===== config.mk =====
export PLATFORM = sky130hd
export DESIGN_NAME = disk_ctrl_host_port_flat
export DESIGN_NICKNAME = d
export VERILOG_FILES = /design/src/verilog/disk_host_port_pkg.sv /design/src/verilog/host_bus_if.sv /design/src/verilog/disk_ctrl_host_port.sv /design/src/flat_wrapper.sv
export VERILOG_INCLUDE_DIRS = /design/src /design/src/verilog
export SDC_FILE = /design/constraint.sdc
export NUM_CORES = 1
export LEC_CHECK = 0
export BUFFER_PORTS_ARGS = -buffer_cell sky130_fd_sc_hd__clkbuf_2
export CORE_MARGIN = 2
export CORE_UTILIZATION = 45
export CTS_CLUSTER_DIAMETER = 80
export DETAILED_ROUTE_END_ITERATION = 8
export GPL_ROUTABILITY_DRIVEN = 0
export SYNTH_ARGS = -nofsm -noshare
export SYNTH_HDL_FRONTEND = slang
export SYNTH_SLANG_ARGS = --single-unit

===== constraint.sdc =====
create_clock -name mclk -period 5.61 [get_ports mclk]
set_clock_uncertainty 0.1 [all_clocks]
set_input_delay 0.2805 -clock mclk [delete_from_list [all_inputs] [get_ports mclk]]
set_output_delay 0.2805 -clock mclk [all_outputs]
set_load 0.01 [all_outputs]

===== src/verilog/disk_host_port_defines.svh =====
// constants shared by both ends of the disk controller host bus port
`ifndef DISK_HOST_PORT_DEFINES_SVH
`define DISK_HOST_PORT_DEFINES_SVH
`define IO_BASE         20'h00320
`define IO_PORT_DATA    2'h0
`define IO_PORT_CTRL    2'h1
`define IO_PORT_IRQCLR  2'h2
`define ROM_BASE        20'hC8000
`define SECTOR_BYTES    10'h200
`define CTRL_DMAEN      0
`define CTRL_DIR        1
`define CTRL_IRQEN      2
`define SETUP_CYC       4'h2
`define STROBE_CYC      4'hA
`define RECOVER_CYC     4'h2
`endif


===== src/verilog/disk_host_port_pkg.sv =====
// types shared by both ends of the disk controller host bus port
package disk_host_port_pkg;
    typedef enum logic [2:0] {OP_IO_RD, OP_IO_WR, OP_MEM_RD, OP_DMA_RD, OP_DMA_WR} host_op_e;
    // host pins as the controller samples them
    typedef struct packed {
        logic [19:0] addr;
        logic [7:0]  data;
        logic        aen;
        logic        memRdN;
        logic        ioRdN;
        logic        ioWrN;
        logic        dackN;
        logic        busRst;
    } pins_s;
endpackage


===== src/verilog/host_bus_if.sv =====
// host i/o channel wires between host end and controller end
`timescale 1ns/100ps
`default_nettype none
interface host_bus_if;
    logic [19:0] addr;
    logic        aen;
    logic        memRdN;
    logic        ioRdN;
    logic        ioWrN;
    logic        dackN;
    logic        busRst;
    logic [7:0]  hostData;
    logic        hostDataOe;
    logic [7:0]  devData;
    logic        devDataOe;
    logic        dmaReq;
    logic        intReq;
    modport device (input addr, aen, memRdN, ioRdN, ioWrN, dackN, busRst, hostData, hostDataOe,
                    output devData, devDataOe, dmaReq, intReq);
    modport host   (output addr, aen, memRdN, ioRdN, ioWrN, dackN, busRst, hostData, hostDataOe,
                    input devData, devDataOe, dmaReq, intReq);
endinterface
`default_nettype wire


===== src/verilog/disk_ctrl_host_port.sv =====
// controller end of the host bus port, with its inbound byte fifo
`timescale 1ns/100ps
`default_nettype none
`include "disk_host_port_defines.svh"

module byte_fifo #(
    parameter int WIDTH = 8,
    parameter int DEPTH = 16
) (
    input  wire logic             mclk,
    input  wire logic             rst_n,
    input  wire logic [WIDTH-1:0] inData,
    input  wire logic             inValid,
    output logic                  inReady,
    output logic [WIDTH-1:0]      outData,
    output logic                  outValid,
    input  wire logic             outReady
);
    localparam int AW = $clog2(DEPTH);
    // refuse depths the wrapping pointers cannot serve
    if (DEPTH < 2 || (1 << AW) != DEPTH || WIDTH < 1) begin : gen_bad_params
        $error("byte_fifo: depth must be a power of two of at least 2");
    end
    typedef struct packed {
        logic [DEPTH-1:0][WIDTH-1:0] mem;
        logic [AW-1:0]               wp;
        logic [AW-1:0]               rp;
        logic [AW:0]                 count;
    } fifo_s;
    fifo_s s_reg;
    fifo_s s_next;
    logic  push;
    logic  pop;

    always_comb begin
        s_next = s_reg;
        push   = inValid && (s_reg.count != DEPTH[AW:0]);
        pop    = outReady && (s_reg.count != '0);
        if (push) begin
            s_next.mem[s_reg.wp] = inData;
            s_next.wp            = s_reg.wp + 1'b1;
        end
        if (pop) begin
            s_next.rp = s_reg.rp + 1'b1;
        end
        s_next.count = s_reg.count + {{AW{1'b0}}, push} - {{AW{1'b0}}, pop};
    end

    always_ff @(posedge mclk) begin
        if (!rst_n) begin
            s_reg <= '0;
        end else begin
            s_reg <= s_next;
        end
    end

    assign inReady  = s_reg.count != DEPTH[AW:0];
    assign outValid = s_reg.count != '0;
    assign outData  = s_reg.mem[s_reg.rp];
endmodule

module disk_ctrl_host_port #(
    parameter int ROM_AW     = 13,
    parameter int FIFO_DEPTH = 16
) (
    input  wire logic      mclk,
    input  wire logic      rst_n,
    host_bus_if.device     bus,
    output logic [7:0]     rxData,
    output logic           rxValid,
    input  wire logic      rxReady,
    input  wire logic [7:0] txData,
    input  wire logic      txValid,
    output logic           txReady,
    output logic [ROM_AW-1:0] romAddr,
    input  wire logic [7:0] romData,
    input  wire logic      cmdDone,
    output logic           sectorDone
);
    import disk_host_port_pkg::*;
    if (ROM_AW < 8 || ROM_AW > 16) begin : gen_bad_rom_aw
        $error("disk_ctrl_host_port: rom address width out of range");
    end

    typedef struct packed {
        pins_s             sync1;
        pins_s             sync2;
        logic              ioRdPrev;
        logic              ioWrPrev;
        logic              memRdPrev;
        logic              rdWasData;
        logic              romPend;
        logic [7:0]        dataOut;
        logic              dataOe;
        logic [7:0]        outByte;
        logic              outFull;
        logic              pushValid;
        logic [7:0]        pushData;
        logic [2:0]        ctrl;
        logic              irqPend;
        logic              dmaReq;
        logic              intReq;
        logic [9:0]        byteCnt;
        logic              sectorDone;
        logic [ROM_AW-1:0] romAddr;
    } dev_s;

    dev_s  s_reg;
    dev_s  s_next;
    dev_s  rstVal;
    pins_s p;
    logic  fifoReady;
    logic  ioSel;
    logic  dataSel;
    logic  moved;

    function automatic logic ioHit(input logic [19:0] a);
        ioHit = (a >> 2) == (`IO_BASE >> 2);
    endfunction

    function automatic logic romHit(input logic [19:0] a);
        romHit = (a >> ROM_AW) == (`ROM_BASE >> ROM_AW);
    endfunction

    byte_fifo #(.WIDTH(8), .DEPTH(FIFO_DEPTH)) byte_fifo_i (
        .mclk     (mclk),
        .rst_n    (rst_n && !s_reg.sync2.busRst),
        .inData   (s_reg.pushData),
        .inValid  (s_reg.pushValid),
        .inReady  (fifoReady),
        .outData  (rxData),
        .outValid (rxValid),
        .outReady (rxReady)
    );

    always_comb begin
        rstVal               = '0;
        p                    = s_reg.sync2;
        s_next               = s_reg;
        s_next.sync1         = {bus.addr, bus.hostData, bus.aen, bus.memRdN, bus.ioRdN,
                                bus.ioWrN, bus.dackN, bus.busRst};
        s_next.sync2         = s_reg.sync1;
        s_next.ioRdPrev      = !p.ioRdN;
        s_next.ioWrPrev      = !p.ioWrN;
        s_next.memRdPrev     = !p.memRdN;
        s_next.pushValid     = 1'b0;
        s_next.sectorDone    = 1'b0;
        s_next.romPend       = 1'b0;
        moved                = 1'b0;
        ioSel   = !p.aen && ioHit(p.addr);
        dataSel = (p.aen && !p.dackN) || (ioSel && p.addr[1:0] == `IO_PORT_DATA);
        // read strobe opens: drive data or status
        if (!p.ioRdN && !s_reg.ioRdPrev) begin
            if (dataSel) begin
                s_next.dataOut   = s_reg.outByte;
                s_next.dataOe    = 1'b1;
                s_next.rdWasData = 1'b1;
            end else if (ioSel) begin
                s_next.dataOut = {s_reg.irqPend, s_reg.dmaReq, s_reg.outFull, fifoReady,
                                  1'b0, s_reg.ctrl};
                s_next.dataOe  = 1'b1;
            end
        end
        if (p.ioRdN && s_reg.ioRdPrev) begin
            s_next.dataOe = 1'b0;
            if (s_reg.rdWasData) begin
                s_next.outFull   = 1'b0;
                s_next.rdWasData = 1'b0;
                moved            = 1'b1;
            end
        end
        // rom fetch takes one cycle to look up
        if (!p.memRdN && !s_reg.memRdPrev && !p.aen && romHit(p.addr)) begin
            s_next.romAddr = p.addr[ROM_AW-1:0];
            s_next.romPend = 1'b1;
        end
        if (s_reg.romPend) begin
            s_next.dataOut = romData;
            s_next.dataOe  = 1'b1;
        end
        if (p.memRdN && s_reg.memRdPrev) begin
            s_next.dataOe = 1'b0;
        end
        // write strobe opens: capture the byte
        if (!p.ioWrN && !s_reg.ioWrPrev) begin
            if (dataSel) begin
                s_next.pushData  = p.data;
                s_next.pushValid = fifoReady;
                moved            = fifoReady;
            end else if (ioSel && p.addr[1:0] == `IO_PORT_CTRL) begin
                s_next.ctrl = p.data[2:0];
            end else if (ioSel && p.addr[1:0] == `IO_PORT_IRQCLR) begin
                s_next.irqPend = 1'b0;
            end
        end
        if (cmdDone) begin
            s_next.irqPend = 1'b1;
        end
        if (txValid && !s_reg.outFull) begin
            s_next.outByte = txData;
            s_next.outFull = 1'b1;
        end
        if (moved) begin
            if (s_reg.byteCnt == `SECTOR_BYTES - 10'h001) begin
                s_next.byteCnt    = '0;
                s_next.sectorDone = 1'b1;
            end else begin
                s_next.byteCnt = s_reg.byteCnt + 10'h001;
            end
        end
        // request only while a byte can move and no i/o read or write strobe is in flight
        s_next.dmaReq = s_reg.ctrl[`CTRL_DMAEN] && p.ioRdN && p.ioWrN &&
                        (s_reg.ctrl[`CTRL_DIR] ? s_next.outFull && !s_reg.rdWasData
                                               : fifoReady);
        s_next.intReq = s_next.irqPend && s_reg.ctrl[`CTRL_IRQEN];
        // bus reset clears all but the synchronisers, which keep sampling so it can end
        if (p.busRst) begin
            rstVal.sync1 = s_next.sync1;
            rstVal.sync2 = s_next.sync2;
            s_next       = rstVal;
        end
    end

    always_ff @(posedge mclk) begin
        if (!rst_n) begin
            s_reg <= '0;
        end else begin
            s_reg <= s_next;
        end
    end

    assign bus.devData   = s_reg.dataOut;
    assign bus.devDataOe = s_reg.dataOe;
    assign bus.dmaReq    = s_reg.dmaReq;
    assign bus.intReq    = s_reg.intReq;
    assign txReady       = !s_reg.outFull;
    assign romAddr       = s_reg.romAddr;
    assign sectorDone    = s_reg.sectorDone;
endmodule
`default_nettype wire


===== src/flat_wrapper.sv =====
// flat-port wrapper written by rule: the top's interface ports become plain ports
module disk_ctrl_host_port_flat import disk_host_port_pkg::*;
#(
    parameter int ROM_AW     = 13,
    parameter int FIFO_DEPTH = 16
)
  (mclk, rst_n, rxData, rxValid, rxReady, txData, txValid, txReady, romAddr, romData, cmdDone, sectorDone, bus_addr, bus_aen, bus_memRdN, bus_ioRdN, bus_ioWrN, bus_dackN, bus_busRst, bus_hostData, bus_hostDataOe, bus_devData, bus_devDataOe, bus_dmaReq, bus_intReq);
  host_bus_if bus_i ();
  input  wire logic mclk;
  input  wire logic rst_n;
  output logic [7:0] rxData;
  output logic rxValid;
  input  wire logic rxReady;
  input  wire logic [7:0] txData;
  input  wire logic txValid;
  output logic txReady;
  output logic [ROM_AW-1:0] romAddr;
  input  wire logic [7:0] romData;
  input  wire logic cmdDone;
  output logic sectorDone;
  input wire logic [$bits(bus_i.addr)-1:0] bus_addr;
  input wire logic [$bits(bus_i.aen)-1:0] bus_aen;
  input wire logic [$bits(bus_i.memRdN)-1:0] bus_memRdN;
  input wire logic [$bits(bus_i.ioRdN)-1:0] bus_ioRdN;
  input wire logic [$bits(bus_i.ioWrN)-1:0] bus_ioWrN;
  input wire logic [$bits(bus_i.dackN)-1:0] bus_dackN;
  input wire logic [$bits(bus_i.busRst)-1:0] bus_busRst;
  input wire logic [$bits(bus_i.hostData)-1:0] bus_hostData;
  input wire logic [$bits(bus_i.hostDataOe)-1:0] bus_hostDataOe;
  output wire logic [$bits(bus_i.devData)-1:0] bus_devData;
  output wire logic [$bits(bus_i.devDataOe)-1:0] bus_devDataOe;
  output wire logic [$bits(bus_i.dmaReq)-1:0] bus_dmaReq;
  output wire logic [$bits(bus_i.intReq)-1:0] bus_intReq;
  assign bus_i.addr = bus_addr;
  assign bus_i.aen = bus_aen;
  assign bus_i.memRdN = bus_memRdN;
  assign bus_i.ioRdN = bus_ioRdN;
  assign bus_i.ioWrN = bus_ioWrN;
  assign bus_i.dackN = bus_dackN;
  assign bus_i.busRst = bus_busRst;
  assign bus_i.hostData = bus_hostData;
  assign bus_i.hostDataOe = bus_hostDataOe;
  assign bus_devData = bus_i.devData;
  assign bus_devDataOe = bus_i.devDataOe;
  assign bus_dmaReq = bus_i.dmaReq;
  assign bus_intReq = bus_i.intReq;
  disk_ctrl_host_port #(.ROM_AW(ROM_AW), .FIFO_DEPTH(FIFO_DEPTH)) u_core (.mclk(mclk), .rst_n(rst_n), .bus(bus_i), .rxData(rxData), .rxValid(rxValid), .rxReady(rxReady), .txData(txData), .txValid(txValid), .txReady(txReady), .romAddr(romAddr), .romData(romData), .cmdDone(cmdDone), .sectorDone(sectorDone));
endmodule

# Word level (Yosys, flattened, before mapping)

Index checks and enable logic that the tools add are counted.

Input bits: 56
Latch bits: 0
Flip-flop bits (word level): 271
Memories: 0
Output and inout port bits: 35
Logic and storage cells: 151
Memory bits (read-only): 0
RAM bits: 0

Equal/unequal tests: 6
Magnitude comparators: 3
Multipliers: 0
Mux-type cells: 32
Add/subtract/negate cells: 5
Reduce and logical (&&, ||, !) cells: 48
Div/mod/pow operators: 0
Bitwise logic cells: 4
Shift-type cells: 0

Operators with widths:

| kind                                                        | count |
|---|---|
| bitwise mux 128 bit                                         | 1 |
| 2-to-1 mux 9 bit                                            | 6 |
| binary-select mux 8 bit (select 4 bit)                      | 1 |
| demux 8 bit (select 4 bit)                                  | 1 |
| logical AND 1 bit                                           | 22 |
| equality test 18 x 8 -> 1 bit (second input constant)       | 1 |
| 2-to-1 mux 1 bit                                            | 17 |
| 2-to-1 mux 8 bit                                            | 2 |
| 2-to-1 mux 13 bit                                           | 1 |
| zero test 1 bit                                             | 11 |
| adder 10 x 1 -> 10 bit (second input constant)              | 1 |
| equality test 10 x 9 -> 1 bit (second input constant)       | 1 |
| less-than comparator 4 x 5 -> 1 bit (second input constant) | 2 |
| 2-to-1 mux 10 bit                                           | 1 |
| adder 4 x 1 -> 4 bit (second input constant)                | 2 |
| equality test 7 bit (second input constant)                 | 1 |
| AND reduction 2 bit                                         | 3 |
| nonzero test 3 bit                                          | 2 |
| OR reduction 3 bit                                          | 2 |
| adder 5 x 1 -> 5 bit                                        | 1 |
| != test 5 bit (second input constant)                       | 1 |
| nonzero test 5 bit                                          | 1 |
| subtractor 5 x 1 -> 5 bit                                   | 1 |
| >= comparator 4 x 1 -> 1 bit (second input constant)        | 1 |
| other kinds (12)                                            | 15 |

# Longest topological paths before layout

Gate-level depths: netlist of run 1.

Depth after elaboration: 9
Mapped depth: 15
Mapped depth without buffers: 13

# Cells and area by module

Synthesis of run 1 repeated with hierarchy kept, for this count alone.

Cells, all modules: 1119
Area total of the unflattened synthesis: 11756.3 µm²

Modules (own cells, without submodules):

| module              | times used | cells an instance | area each (µm²) |
|---|---|---|---|
| byte_fifo           | 1          | 598               | 6680.2 |
| disk_ctrl_host_port | 1          | 521               | 5076.1 |

# Worst setup path before layout of run 1

OpenSTA, ideal clock, no wires.

Path kind: reg-to-reg
Start: reg u_core.byte_fifo_i.s_reg[2] (netlist name)
End: reg u_core.byte_fifo_i.s_reg[4] (netlist name)
Buffers on the path: 2
Required time: 5.439 ns
Cell stages (with the launch flop): 16
Data arrival time: 2.796 ns
Slack: 2.644 ns
Path through: dfxtp_1 inv_1 ha_1 nand4bb_1 and2_1 clkbuf_1 buf_2 inv_1 ha_1 inv_1 ha_1 fa_1 a21oi_1 nor2_1 or3_1 a21oi_1

Cells in the longest elaborated chain, start to end: 4

Ends and longest elaborated chain:

| element                     | line                      | RTL |
|---|---|---|
| start: declaration          | disk_ctrl_host_port.sv:30 | `fifo_s s_reg;` |
| start signal: assignment    | disk_ctrl_host_port.sv:53 | `s_reg <= s_next;` |
| != test 5 bit               | disk_ctrl_host_port.sv:37 | `push = inValid && (s_reg.count != DEPTH[AW:0]);` |
| logical AND 1 bit           | disk_ctrl_host_port.sv:37 |  |
| adder 5 x 1 -> 5 bit        | disk_ctrl_host_port.sv:46 | `s_next.count = s_reg.count + {{AW{1'b0}}, push} - {{AW{1'b0}}, pop};` |
| subtractor 5 x 1 -> 5 bit * | disk_ctrl_host_port.sv:46 |  |

Every way passes the cells marked *; elsewhere a longest branch is shown, timed or not.
A chain may end at the register's enable or synchronous reset.

# Worst setup path after layout of run 1

Start: reg u_core.byte_fifo_i.s_reg[5] (netlist name)
End: out rxData[7]

Cells in the longest elaborated chain, start to end: 2

Ends and longest elaborated chain:

| element                                | line                      | RTL |
|---|---|---|
| binary-select mux 8 bit (select 4 bit) | disk_ctrl_host_port.sv:59 | `assign outData = s_reg.mem[s_reg.rp];` |
| 2-to-1 mux 8 bit (implied by the code) | disk_ctrl_host_port.sv:59 |  |
| end: declaration                       | flat_wrapper.sv:11        | `output logic [7:0] rxData;` |

Every way passes these cells. The select of a mux whose other input is x is not followed.

==> results.txt, run 1 <==
The routed layout has 7247 vias. After clock tree synthesis, the clock-pin slew on the worst setup and hold paths is 0.06 ns. For this design, the slowest cell found on the critical path is sky130_fd_sc_hd__dfxtp_2. For the pin with the worst max-slew slack, the measured transition is 1.16 ns.

Final hold analysis gives a worst-case slack of 0.176 ns. Total of max-cap violations: 0. Walking the worst path, the cells encountered are buf_4 > mux4_2 > mux4_2 > clkbuf_2.

The total wire length came out at 22800 um. The logs give 0.456 for the initial cell density of the core and 29 for the TritonCTS buffer count. The CTS root buffer is sky130_fd_sc_hd__clkbuf_16. The completed layout was analyzed and its total power is 0.00439 W. The number of enable-type register cells in the synthesized netlist was 0.

Yosys printed 0 warnings. TritonCTS built the clock tree. The combined buffer and inverter count along the critical path was 2. H-tree depth reported by CTS: 1.

Entering global routing, the biggest net connects 79 pins. The number of cells on the worst hold path is 4. The run gives 2096 as the fill cell total of the finished layout. The number of placed I/O pins was 91. Adding up every negative setup slack in the final design gives 0 ns. Number of search-and-repair iterations in the first detailed-routing pass: 5. Fraction of final layout cells sized beyond drive strength 1: 0.192. Quantity of gates resized following cts: 0. The tools report the post-synth net total as 1095. The logs give 6923 for the number of global-route vias before repair and 354 for the initial DRC count. The maximum fanout encountered on the critical timing path is 25, and the post-layout minimum cycle time is 3.46 ns. After clock tree synthesis, the setup repair step added 0 buffers. The number of I/O port buffers is 89, and the count of hold-fix buffers inserted at cts is 52.

The dominant synthesized flop cell is sky130_fd_sc_hd__dfxtp_1. After detailed routing, the number of remaining DRC violations is 0. For the share of the core filled with cells, the log shows 0.539. The number of cells on the worst reg-to-reg path is 14. STA puts the critical path data required time at 5.23 ns. The clock reaches the later pin of the worst-skew pair after 0.53 ns. The antenna diode instance count was 0; the flip-flop count of the largest register, all copies and words added was 141. The tools report the total number of nets in the final design as 1181.

The critical path depth in cells was 4. The maximum cell stage delay along the critical path is 0.93 ns. The cell with the most instances on the worst path is sky130_fd_sc_hd__mux4_2. Setup repair after global routing left no endpoint under its margin. Dividing the detail-routed via count by the number of cells gives 4.98. The post-synthesis async set-or-reset flop share was 0. The standard cell core area was 0.0242 sq mm; the count of non-filler cells in the finished layout was 1456.

STA classifies the critical path endpoint as an output pin. Area growth from synthesis to layout: 18.1%. The share of the clock period used by the worst path came out at 0.617. The clock sink total was 271; the per-instance average area after synthesis was 10.8 sq um. The synthesized design contains 271 register bits. The logs give 0 for the max-slew violation total from the final report and 1351 for the number of cells in the design after placement.

The synthesized instance count was 1024. Detailed placement ended at an HPWL of 14500 um. The number of hold violations in the final report came out at 0. The setup-violating endpoint count in the final report came out at 0. The die is 161 um tall. Derived from the worst setup path, the maximum achievable clock frequency is 289 MHz. Measured along the x axis, the die boundary spans 161 um. The global-route wire length before repair is 36800 um. The run finished with clean final reports. The kind of start point of the critical path is a register. The die area is 0.0258 sq mm, and the netlist area before placement is 0.0110 sq mm. In this run the deepest clock path goes through 3 buffers. The data arrival time of the worst path was 3.08 ns.

The remaining global-route overflow was 0; the global-route total usage across every layer was 0.176. The remaining antenna violation count was 0; the average wire length per cell after detail routing was 15.7 um. Class of the tightest hold or removal check: in -> reg.

Dividing total power by cell area gives a power density of 337 mW/mm^2. The number of antenna violations at the first check in global routing was 0. Classification of the worst setup path: reg -> out.

Summed over all cells, the static leakage comes to 5.94 nW. The number of different library cells used by synthesis comes to 63. The row count was 57. For the sequential fraction of the synthesis area, the log shows 0.492. The maximum vdd drop was 246 uV.

On the critical path the largest part of the delay comes from multiplexers. Worst-case headroom to the max-slew limit: 0.223.
## worst register-to-register path: cells and delay by family, from the launching register on
kind                       cells  cell delay [ns]
AOI/OAI and AO/OA              2             0.31
adders and majority gates      4             1.08
buffers and inverters          4             0.49
DFF                            1             0.34
and+or+nand+nor                4             0.81
## final cells by class
cell class,instances,area (sq um),share of cell area
Clock buffer,43,868,0.0667
Clock inverter,10,129,0.00989
Inverter,16,60.1,0.00461
Multi-Input combinational cell,644,5120,0.393
Sequential cell,271,5430,0.417
Tap cell,324,405,0.0311
Timing Repair Buffer,148,1020,0.0782
## layout by cell type, fill, tap and decap left out, types with 6 or more instances in the layout
| master | synthesis | final |
|---|---|---|
| sky130_fd_sc_hd__inv_1 | 16 | 16 |
| sky130_fd_sc_hd__nor2_1 | 191 | 191 |
| sky130_fd_sc_hd__nor2b_1 | 11 | 11 |
| sky130_fd_sc_hd__clkbuf_2 | 0 | 89 |
| sky130_fd_sc_hd__o22ai_1 | 7 | 7 |
| sky130_fd_sc_hd__clkbuf_8 | 0 | 9 |
| sky130_fd_sc_hd__mux4_2 | 40 | 40 |
| sky130_fd_sc_hd__a22oi_1 | 7 | 7 |
| sky130_fd_sc_hd__ha_1 | 14 | 14 |
| sky130_fd_sc_hd__clkinv_2 | 0 | 6 |
| sky130_fd_sc_hd__buf_4 | 23 | 7 |
| sky130_fd_sc_hd__and2_1 | 73 | 73 |
| sky130_fd_sc_hd__nand3_1 | 11 | 11 |
| sky130_fd_sc_hd__nand4_1 | 8 | 8 |
| sky130_fd_sc_hd__nand2_1 | 11 | 11 |
| sky130_fd_sc_hd__mux2i_1 | 170 | 170 |
| sky130_fd_sc_hd__clkbuf_16 | 0 | 29 |
| sky130_fd_sc_hd__dlygate4sd3_1 | 0 | 52 |
| sky130_fd_sc_hd__dfxtp_1 | 271 | 270 |
| sky130_fd_sc_hd__xor2_1 | 7 | 7 |
| sky130_fd_sc_hd__nand3_2 | 12 | 12 |
| sky130_fd_sc_hd__a21oi_1 | 12 | 12 |
## routing by layer
layer,global-route usage,vias up,share of wire
li1,-,3662,-
met1,0.255,3411,0.50
met2,0.280,148,0.44
met3,0.0276,26,0.046
met4,0.0369,0,0.013
met5,0,-,0
## synth_stat cells, drive strengths merged (5+ instances only)
master  instances  share of area
a21oi          13         0.0062
a22oi           7         0.0048
and2           73          0.041
buf            34          0.020
clkbuf         59          0.020
dfxtp         271           0.49
ha             14          0.016
inv            16         0.0054
mux2i         171           0.16
mux4           40          0.082
nand2          12         0.0043
nand3          23          0.016
nand4          11         0.0079
nor2          193          0.066
nor2b          11         0.0062
nor3            6         0.0032
o21ai           6         0.0031
o22ai           7         0.0040
or3             5         0.0028
xor2            7         0.0056
## path summary, 6_finish.rpt
kind | startpoint | endpoint | slack (ns)
max | u_core.byte_fifo_i.s_reg[5] | rxData[7] | 2.15
min | rxReady | u_core.byte_fifo_i.s_reg[5] | 0.18
max reg2reg | u_core.byte_fifo_i.s_reg[3] | u_core.byte_fifo_i.s_reg[4] | 2.39
min reg2reg | u_core.s_reg[106] | u_core.p[10] | 0.32
## cells by family after synthesis
| logic type | Yosys count | share of synthesized area |
|---|---|---|
| simple gates | 356 | 0.166 |
| compound gates | 51 | 0.0326 |
| buf+inv | 109 | 0.0457 |
| xor+xnor | 11 | 0.00873 |
| fa+ha+maj | 15 | 0.0177 |
| flops | 271 | 0.492 |
| mux | 211 | 0.237 |
## where the power goes
group | switching [W] | internal (W) | total [W]
clock | 0.000747 | 0.00120 | 0.00195
sequential | 0.0000671 | 0.00198 | 0.00204
combinational | 0.000195 | 0.000203 | 0.000398
total | 0.00101 | 0.00338 | 0.00439
## metrics by stage
| stage | instance area, sq um | setup slack (ns) |
|---|---|---|
| floorplan | 11000 | 2.64 |
| global placement | 11500 | 2.44 |
| detailed placement | 11500 | 2.41 |
| CTS | 13000 | 2.04 |
| global route | 13000 | 1.95 |
| finish | 13000 | 2.15 |
No activity file was read; power rests on OpenSTA's default activity.
==> run 2, diff against run 1 <==
==> constraint.sdc (replaced) <==
create_clock -name mclk -period 3.6 [get_ports mclk]
set_clock_uncertainty 0.1 [all_clocks]
set_input_delay 0.18 -clock mclk [delete_from_list [all_inputs] [get_ports mclk]]
set_output_delay 0.18 -clock mclk [all_outputs]
set_load 0.01 [all_outputs]
==> run 2 against run 1 <==
  * Worst hold slack worse by 0.10 ns
  * First-iteration DRC count increased by 4.8%
  * Die area did not move
  * Sequential cell count stayed put
  * Critical path type is now reg -> reg
  * Largest cell class unchanged
==> results.txt, run 2 (synthesized netlist as in run 1, its figures left out) <==
Traced cell by cell, the critical path runs through inv_1 > ha_1 > nand4bb_1 > and2_1 > inv_1 > ha_1 > inv_1 > ha_1 > fa_1 > a21oi_1 > nor2_1 > or3_1 > a21oi_1. Setup repair after global routing left no endpoint under its margin. The setup-violating endpoint count in the final report was 0 (unchanged).

The number of global-route vias before repair is 6936 (+0.19%), and the antenna diode instance count is 0 (unchanged). The average wire length per cell after detail routing came out at 15.7 um (about the same). The actual transition at the worst max-transition pin works out to 1.15 ns (-0.00903 ns). The worst setup path is launched from a register. For the total of max-cap violations, the log shows 0 (unchanged). For the maximum clock insertion buffer count, the log shows 3 (unchanged). Worst-path cell with the longest stage delay: sky130_fd_sc_hd__fa_1.

The tools report the initial cell density of the core as 0.456 (unchanged). The total number of nets in the final design came out at 1183 (+0.17%). The run gives 0 (unchanged) as the number of antenna violations at the first check in global routing. Remaining antenna violation count: 0 (unchanged). The clock transition at the register clock pins on the worst setup and hold paths after CTS was 0.06 ns (about the same). The die area was 0.0258 sq mm (unchanged); the number of hold violations in the final report was 0 (unchanged). The number of I/O port buffers was 89 (unchanged); the initial DRC count was 371 (+4.8%). Flip-flop count of the largest register, all copies and words added: 141 (unchanged).

CTS placed an instance of sky130_fd_sc_hd__clkbuf_16 at the clock tree root. The global-route total usage across every layer came out at 0.176 (-0.000405). The combined buffer and inverter count along the critical path was 3 (+1). The library cells used most frequently in the layout, excluding fill and tap cells, are 270 x sky130_fd_sc_hd__dfxtp_1, 191 x sky130_fd_sc_hd__nor2_1, 170 x sky130_fd_sc_hd__mux2i_1.

The data arrival time of the worst path is 3.23 ns (+0.15 ns). The via density per instance is 4.98 (about the same). The area growth from synthesis to layout works out to 18.2% (about the same).

Subtracting the final worst setup slack from the clock period gives 2.86 ns. Grouping stages by cell kind, the critical path spends the most delay in adder cells. The maximum cell stage delay along the critical path came out at 0.40 ns (-0.53 ns). Upper clock frequency limit: 349 MHz. The global-route wire length before repair was 36900 um (+0.17%); the number of placed I/O pins was 91 (unchanged). H-tree depth reported by CTS: 1 (unchanged).

The summed negative setup slack over all endpoints is 0 ns (unchanged). In this run the worst hold path is classified as in -> reg. The flow ran to the end, and the final reports show no timing, DRC or antenna violations.

The fraction of final layout cells sized beyond drive strength 1 came out at 0.193 (+0.00126). The standard cell core area is 0.0242 sq mm (unchanged). For the count of unresolved DRC violations after routing, the log shows 0 (unchanged).

The library cell used most frequently in the layout, excluding fill and tap cells, is sky130_fd_sc_hd__dfxtp_1. The clock sink total is 271 (unchanged), and the required time at the endpoint of the critical path is 3.96 ns (-1.27 ns). The count of non-filler cells in the finished layout is 1459 (+0.21%), and the total wire length is 22900 um (+0.23%).

Reported leakage power: 5.93 nW (-0.16%). The TritonCTS buffer count came out at 29 (unchanged). The run gives 0.229 (+0.00603) as the worst-case headroom to the max-slew limit. The share of the clock period used by the worst path came out at 0.796. The x dimension of the die works out to 161 um (unchanged).

The worst setup path is captured at a register. The max-slew violation total from the final report came out at 0 (unchanged). The critical path is of the reg -> reg type. The final setup slack of the worst path was 0.736 ns (-1.41 ns); the pin count of the biggest net entering global routing was 121 (+53%).

The number of search-and-repair iterations in the first detailed-routing pass is 5 (unchanged), and the areal power density over the cells is 517 mW/mm^2 (+53%). For the total vias in the final route, the log shows 7265 (+0.25%). The maximum fanout encountered on the critical timing path was 5 (-80%). The run gives 0.54 ns (about the same) as the source-to-sink clock delay at the later pin of the worst-skew pair.

The row count is 57 (unchanged), and the chip height is 161 um (unchanged). The post-placement worst setup slack is 0.744 ns (-1.67 ns), and the maximum vdd drop is 384 uV (+56%). The run gives 14700 um (+1.7%) as the post-DP HPWL. The logs give 1353 (+0.15%) for the number of cells in the design after placement and 0 (unchanged) for the remaining global-route overflow. TritonCTS built the clock tree.
[run 2: cell type report]
class | count | area (sq um)
Tap cell | 324 | 405
Fill cell | 2148 | 11100
Clock buffer | 40 | 817
Inverter | 16 | 60.1
Timing Repair Buffer | 150 | 1070
Multi-Input combinational cell | 644 | 5120
Sequential cell | 271 | 5430
Clock inverter | 14 | 138
[run 2: per-stage QoR]
| stage | instance area (sq um) | util | hold slack [ns] | power, W |
|---|---|---|---|---|
| after floorplan | 11000 | - | 0.207 | 0.00368 |
| after global placement | 11600 | 0.478 | 0.285 | 0.00386 |
| after detailed placement | 11600 | 0.478 | 0.288 | 0.00386 |
| after CTS | 13000 | 0.539 | 0.0533 | 0.00684 |
| after global routing | 13000 | 0.539 | 0.0971 | 0.00704 |
| final | 13000 | 0.539 | 0.0740 | 0.00674 |
[run 2: where the power goes]
part           leakage (nW)  internal [W]  total, W  switching [W]
Clock                 0.467       0.00173   0.00291        0.00117
Combinational          3.26      0.000337  0.000693       0.000356
Sequential             2.20       0.00308   0.00314      0.0000594
Total                  5.93       0.00515   0.00674        0.00159
[run 2: final timing paths]
| check | cells past startpoint | endpoint | startpoint | slack [ns] |
|---|---|---|---|---|
| max | 13 | u_core.byte_fifo_i.s_reg[4] | u_core.byte_fifo_i.s_reg[3] | 0.74 |
| min | 4 | u_core.byte_fifo_i.s_reg[5] | rxReady | 0.07 |
| max reg2reg | 13 | u_core.byte_fifo_i.s_reg[4] | u_core.byte_fifo_i.s_reg[3] | 0.74 |
| min reg2reg | 1 | u_core.p[11] | u_core.s_reg[107] | 0.33 |
[run 2: repair_timing]
action	CTS	global route
hold endpoints to repair	53	0
gates resized for setup	0	0
setup endpoints to repair	0	0
setup buffers	0	0
hold buffers	52	0
[run 2: worst reg2reg max path, cell delays in order, from the launching register on]
cell and delay [ns]:
sky130_fd_sc_hd__dfxtp_1 0.34, sky130_fd_sc_hd__inv_1 0.07, sky130_fd_sc_hd__ha_1 0.21, sky130_fd_sc_hd__nand4bb_1 0.24
sky130_fd_sc_hd__and2_1 0.20, sky130_fd_sc_hd__inv_1 0.05, sky130_fd_sc_hd__ha_1 0.26, sky130_fd_sc_hd__inv_1 0.04
sky130_fd_sc_hd__ha_1 0.19, sky130_fd_sc_hd__fa_1 0.40, sky130_fd_sc_hd__a21oi_1 0.16, sky130_fd_sc_hd__nor2_1 0.06
sky130_fd_sc_hd__or3_1 0.33, sky130_fd_sc_hd__a21oi_1 0.14
[run 2: routing by layer]
layer	wire [um]	up-vias	global-route usage
met5	0	-	0
met4	384	0	0.0410
met3	869	26	0.0230
met2	10300	124	0.283
met1	11400	3440	0.252
li1	-	3675	-
==> run 3, diff against run 2 <==
--- a/config.mk
+++ b/config.mk
@@ -12,6 +12,7 @@
 export CTS_CLUSTER_DIAMETER = 80
 export DETAILED_ROUTE_END_ITERATION = 8
 export GPL_ROUTABILITY_DRIVEN = 0
+export PLACE_DENSITY = 0.65
 export SYNTH_ARGS = -nofsm -noshare
 export SYNTH_HDL_FRONTEND = slang
 export SYNTH_SLANG_ARGS = --single-unit
==> constraint.sdc (replaced) <==
create_clock -name mclk -period 2.5 [get_ports mclk]
set_clock_uncertainty 0.1 [all_clocks]
set_input_delay 0.125 -clock mclk [delete_from_list [all_inputs] [get_ports mclk]]
set_output_delay 0.125 -clock mclk [all_outputs]
set_load 0.01 [all_outputs]
==> run 3 against run 2 <==
  * The flow now finishes with violations (setup timing)
  * Setup slack worse by 0.80 ns
  * Sequential power is 45% higher
  * Worst hold slack worse by 0.035 ns
  * Sequential share of layout area is 0.79 points lower
  * Cell count is 1.1% higher
  * Clock power is 44% higher
  * Core utilization is 1.1 points higher
  * Global-route usage hardly changed
==> results.txt, run 3 (synthesized netlist as in run 1, its figures left out) <==
The actual transition at the worst max-transition pin was 1.04 ns (-0.118 ns); the share of the core filled with cells was 0.550 (+0.0110). The initial cell density of the core was 0.456 (unchanged); the count of unresolved DRC violations after routing was 0 (unchanged). The global-route total usage across every layer is 0.176 (+0.000340). Leaving out fill and tap cells, the most frequent cell in the layout is sky130_fd_sc_hd__dfxtp_1. For the final total power, the log shows 0.00997 W (+48%).

The antenna diode instance count is 0 (unchanged). The critical path starts at u_core.byte_fifo_i.s_reg[5]. The post-DP HPWL is 15100 um (+2.1%), and the total number of nets in the final design is 1203 (+1.7%). The worst register-to-register path begins at u_core.byte_fifo_i.s_reg[2]. The clock sink total is 271 (unchanged), and the reported leakage power is 6.05 nW (+2.0%). The total wire length is 23100 um (+0.83%).

The run finished, with violations left. The number of hold violations in the final report was 0 (unchanged). Maximum cell stage delay along the critical path: 0.55 ns (+0.15 ns). The post-placement worst setup slack came out at 0.0126 ns (-0.731 ns).

The required time at the endpoint of the critical path is 2.28 ns (-1.68 ns), and the total vias in the final route is 7356 (+1.3%). The setup-violating endpoint count in the final report came out at 9 (+9). Setup repair after global routing could not meet its margin everywhere. The count of non-filler cells in the finished layout is 1475 (+1.1%), and the register cell area after layout is 0.00543 sq mm (about the same).

The maximum fanout encountered on the critical timing path works out to 11 (+6). TritonCTS built the clock tree. The number of search-and-repair iterations in the first detailed-routing pass was 5 (unchanged). The logs give 1 (unchanged) for the H-tree depth reported by CTS and 539 uV (+40%) for the maximum vdd drop. The fill cell total of the finished layout is 2040 (-5.0%), and the TritonCTS buffer count is 28 (-3.4%). The average wire length per cell after detail routing is 15.6 um (-0.26%), and the max-slew violation total from the final report is 0 (unchanged). The logs give 91 (unchanged) for the number of placed I/O pins and 389 MHz for the upper clock frequency limit.

The run gives 0.0133 sq mm (+2.0%) as the final non-filler cell area. Source-to-sink clock delay at the later pin of the worst-skew pair: 0.53 ns (about the same). The classification of the worst setup path was reg -> out.

The initial DRC count was 383 (+3.2%); the total of max-cap violations was 0 (unchanged). The capture point of the critical path is rxData[1]. The CTS root buffer is sky130_fd_sc_hd__clkbuf_16. STA classifies the critical path startpoint as a register. Among the stages of the critical path, the cell type that occurs most often is sky130_fd_sc_hd__mux4_2. The tools report the endpoint of the worst register-to-register path as u_core.byte_fifo_i.s_reg[4]. For the pin count of the biggest net entering global routing, the log shows 107 (-12%). The checks that failed: setup timing.

The fraction of final layout cells sized beyond drive strength 1 is 0.219 (+0.0260), and the flip-flop count of the largest register, all copies and words added is 141 (unchanged). Class of the tightest hold or removal check: in -> reg. The row count is 57 (unchanged), and the clock transition at the register clock pins on the worst setup and hold paths after CTS is 0.06 ns (about the same).

The register-to-register setup slack was -0.01 ns (-0.75 ns); the via density per instance was 4.99 (+0.15%). In the layout the commonest cells are 268 x sky130_fd_sc_hd__dfxtp_1, 191 x sky130_fd_sc_hd__nor2_1, 170 x sky130_fd_sc_hd__mux2i_1. The remaining global-route overflow is 0 (unchanged). Data arrival time of the worst path: 2.34 ns (-0.89 ns). The tools report the final setup slack of the worst path as -0.0685 ns (-0.804 ns).

The kind of end point of the critical path is an output pin. The number of global-route vias before repair is 7052 (+1.7%), and the die area is 0.0258 sq mm (unchanged). The area growth from synthesis to layout is 20.6%. The areal power density over the cells came out at 749 mW/mm^2 (+45%). The number of antenna violations at the first check in global routing is 0 (unchanged), and the cell depth of the worst flop-to-flop path is 13 (unchanged). The maximum clock insertion buffer count came out at 3 (unchanged).

The number of I/O port buffers is 89 (unchanged), and the post-placement cell area is 0.0117 sq mm (+1.1%). The share of the clock period used by the worst path was 1.03. The remaining antenna violation count is 0 (unchanged). Chip height: 161 um (unchanged). The logs give 1365 (+0.89%) for the number of cells in the design after placement and 37200 um (+0.69%) for the global-route wire length before repair. After layout, the minimum clock period comes to 2.57 ns.

The worst-path cell with the longest stage delay is sky130_fd_sc_hd__mux4_2. The x dimension of the die came out at 161 um (unchanged). The logs give 0.0242 sq mm (unchanged) for the standard cell core area and 0.308 (+0.0790) for the worst-case headroom to the max-slew limit.

The footprint of the multi-input gates is 0.00519 sq mm (+1.4%). Walking the worst path, the cells encountered are buf_12 > mux4_2 > mux4_2 > buf_6.
[run 3: layer usage]
| layer | global-route usage | routed length [um] | up-vias |
|---|---|---|---|
| met4 | 0.0332 | 179 | 0 |
| met5 | 0 | 0 | - |
| met1 | 0.255 | 11400 | 3515 |
| met2 | 0.283 | 10600 | 122 |
| li1 | - | - | 3705 |
| met3 | 0.0263 | 943 | 14 |
[run 3: area by class of cell]
class,count,area share
multi-input cells,644,0.390
clock buffers,40,0.0628
inverters,16,0.00452
flip-flops and latches,271,0.408
well taps,324,0.0305
clock inverters,9,0.00865
repair buffers,171,0.0951
[run 3: worst min path at each step]
stage,startpoint,endpoint,slack [ns],depth (start not counted)
finish,rxReady,u_core.byte_fifo_i.s_reg[5],0.04,5
global route,rxReady,u_core.byte_fifo_i.s_reg[5],0.05,5
CTS,rxReady,u_core.byte_fifo_i.s_reg[5],0.01,5
detailed placement,bus_addr[3],u_core.s_reg[113],0.23,2
global placement,bus_addr[9],u_core.s_reg[119],0.23,2
floorplan,bus_memRdN,u_core.s_reg[100],0.15,1
[run 3: critical path: cells and delay by family (launching register included)]
kind,cells,cell delay [ns]
buf+inv,2,0.32
flops,1,0.42
mux,2,1.08
[run 3: repair_timing]
action,4_1_cts,5_1_grt
buffers inserted,3,5
pin swaps,0,6
hold buffers,53,0
gates cloned,2,0
hold endpoints to repair,57,0
endpoints found under the setup margin,9,9
resized for setup,9,10
[run 3: per-stage QoR]
step | hold WS [ns] | TNS, ns
global placement | 0.233 | 0
detailed placement | 0.233 | 0
global route | 0.0522 | -0.882
floorplan | 0.152 | -0.133
finish | 0.0391 | -0.296
CTS | 0.00980 | -0.736
[run 3: power by group]
part | switching, W | total (W) | leakage, nW | internal (W)
Combinational | 0.000583 | 0.00125 | 3.38 | 0.000667
Sequential | 0.0000990 | 0.00454 | 2.20 | 0.00444
Clock | 0.00166 | 0.00418 | 0.465 | 0.00252
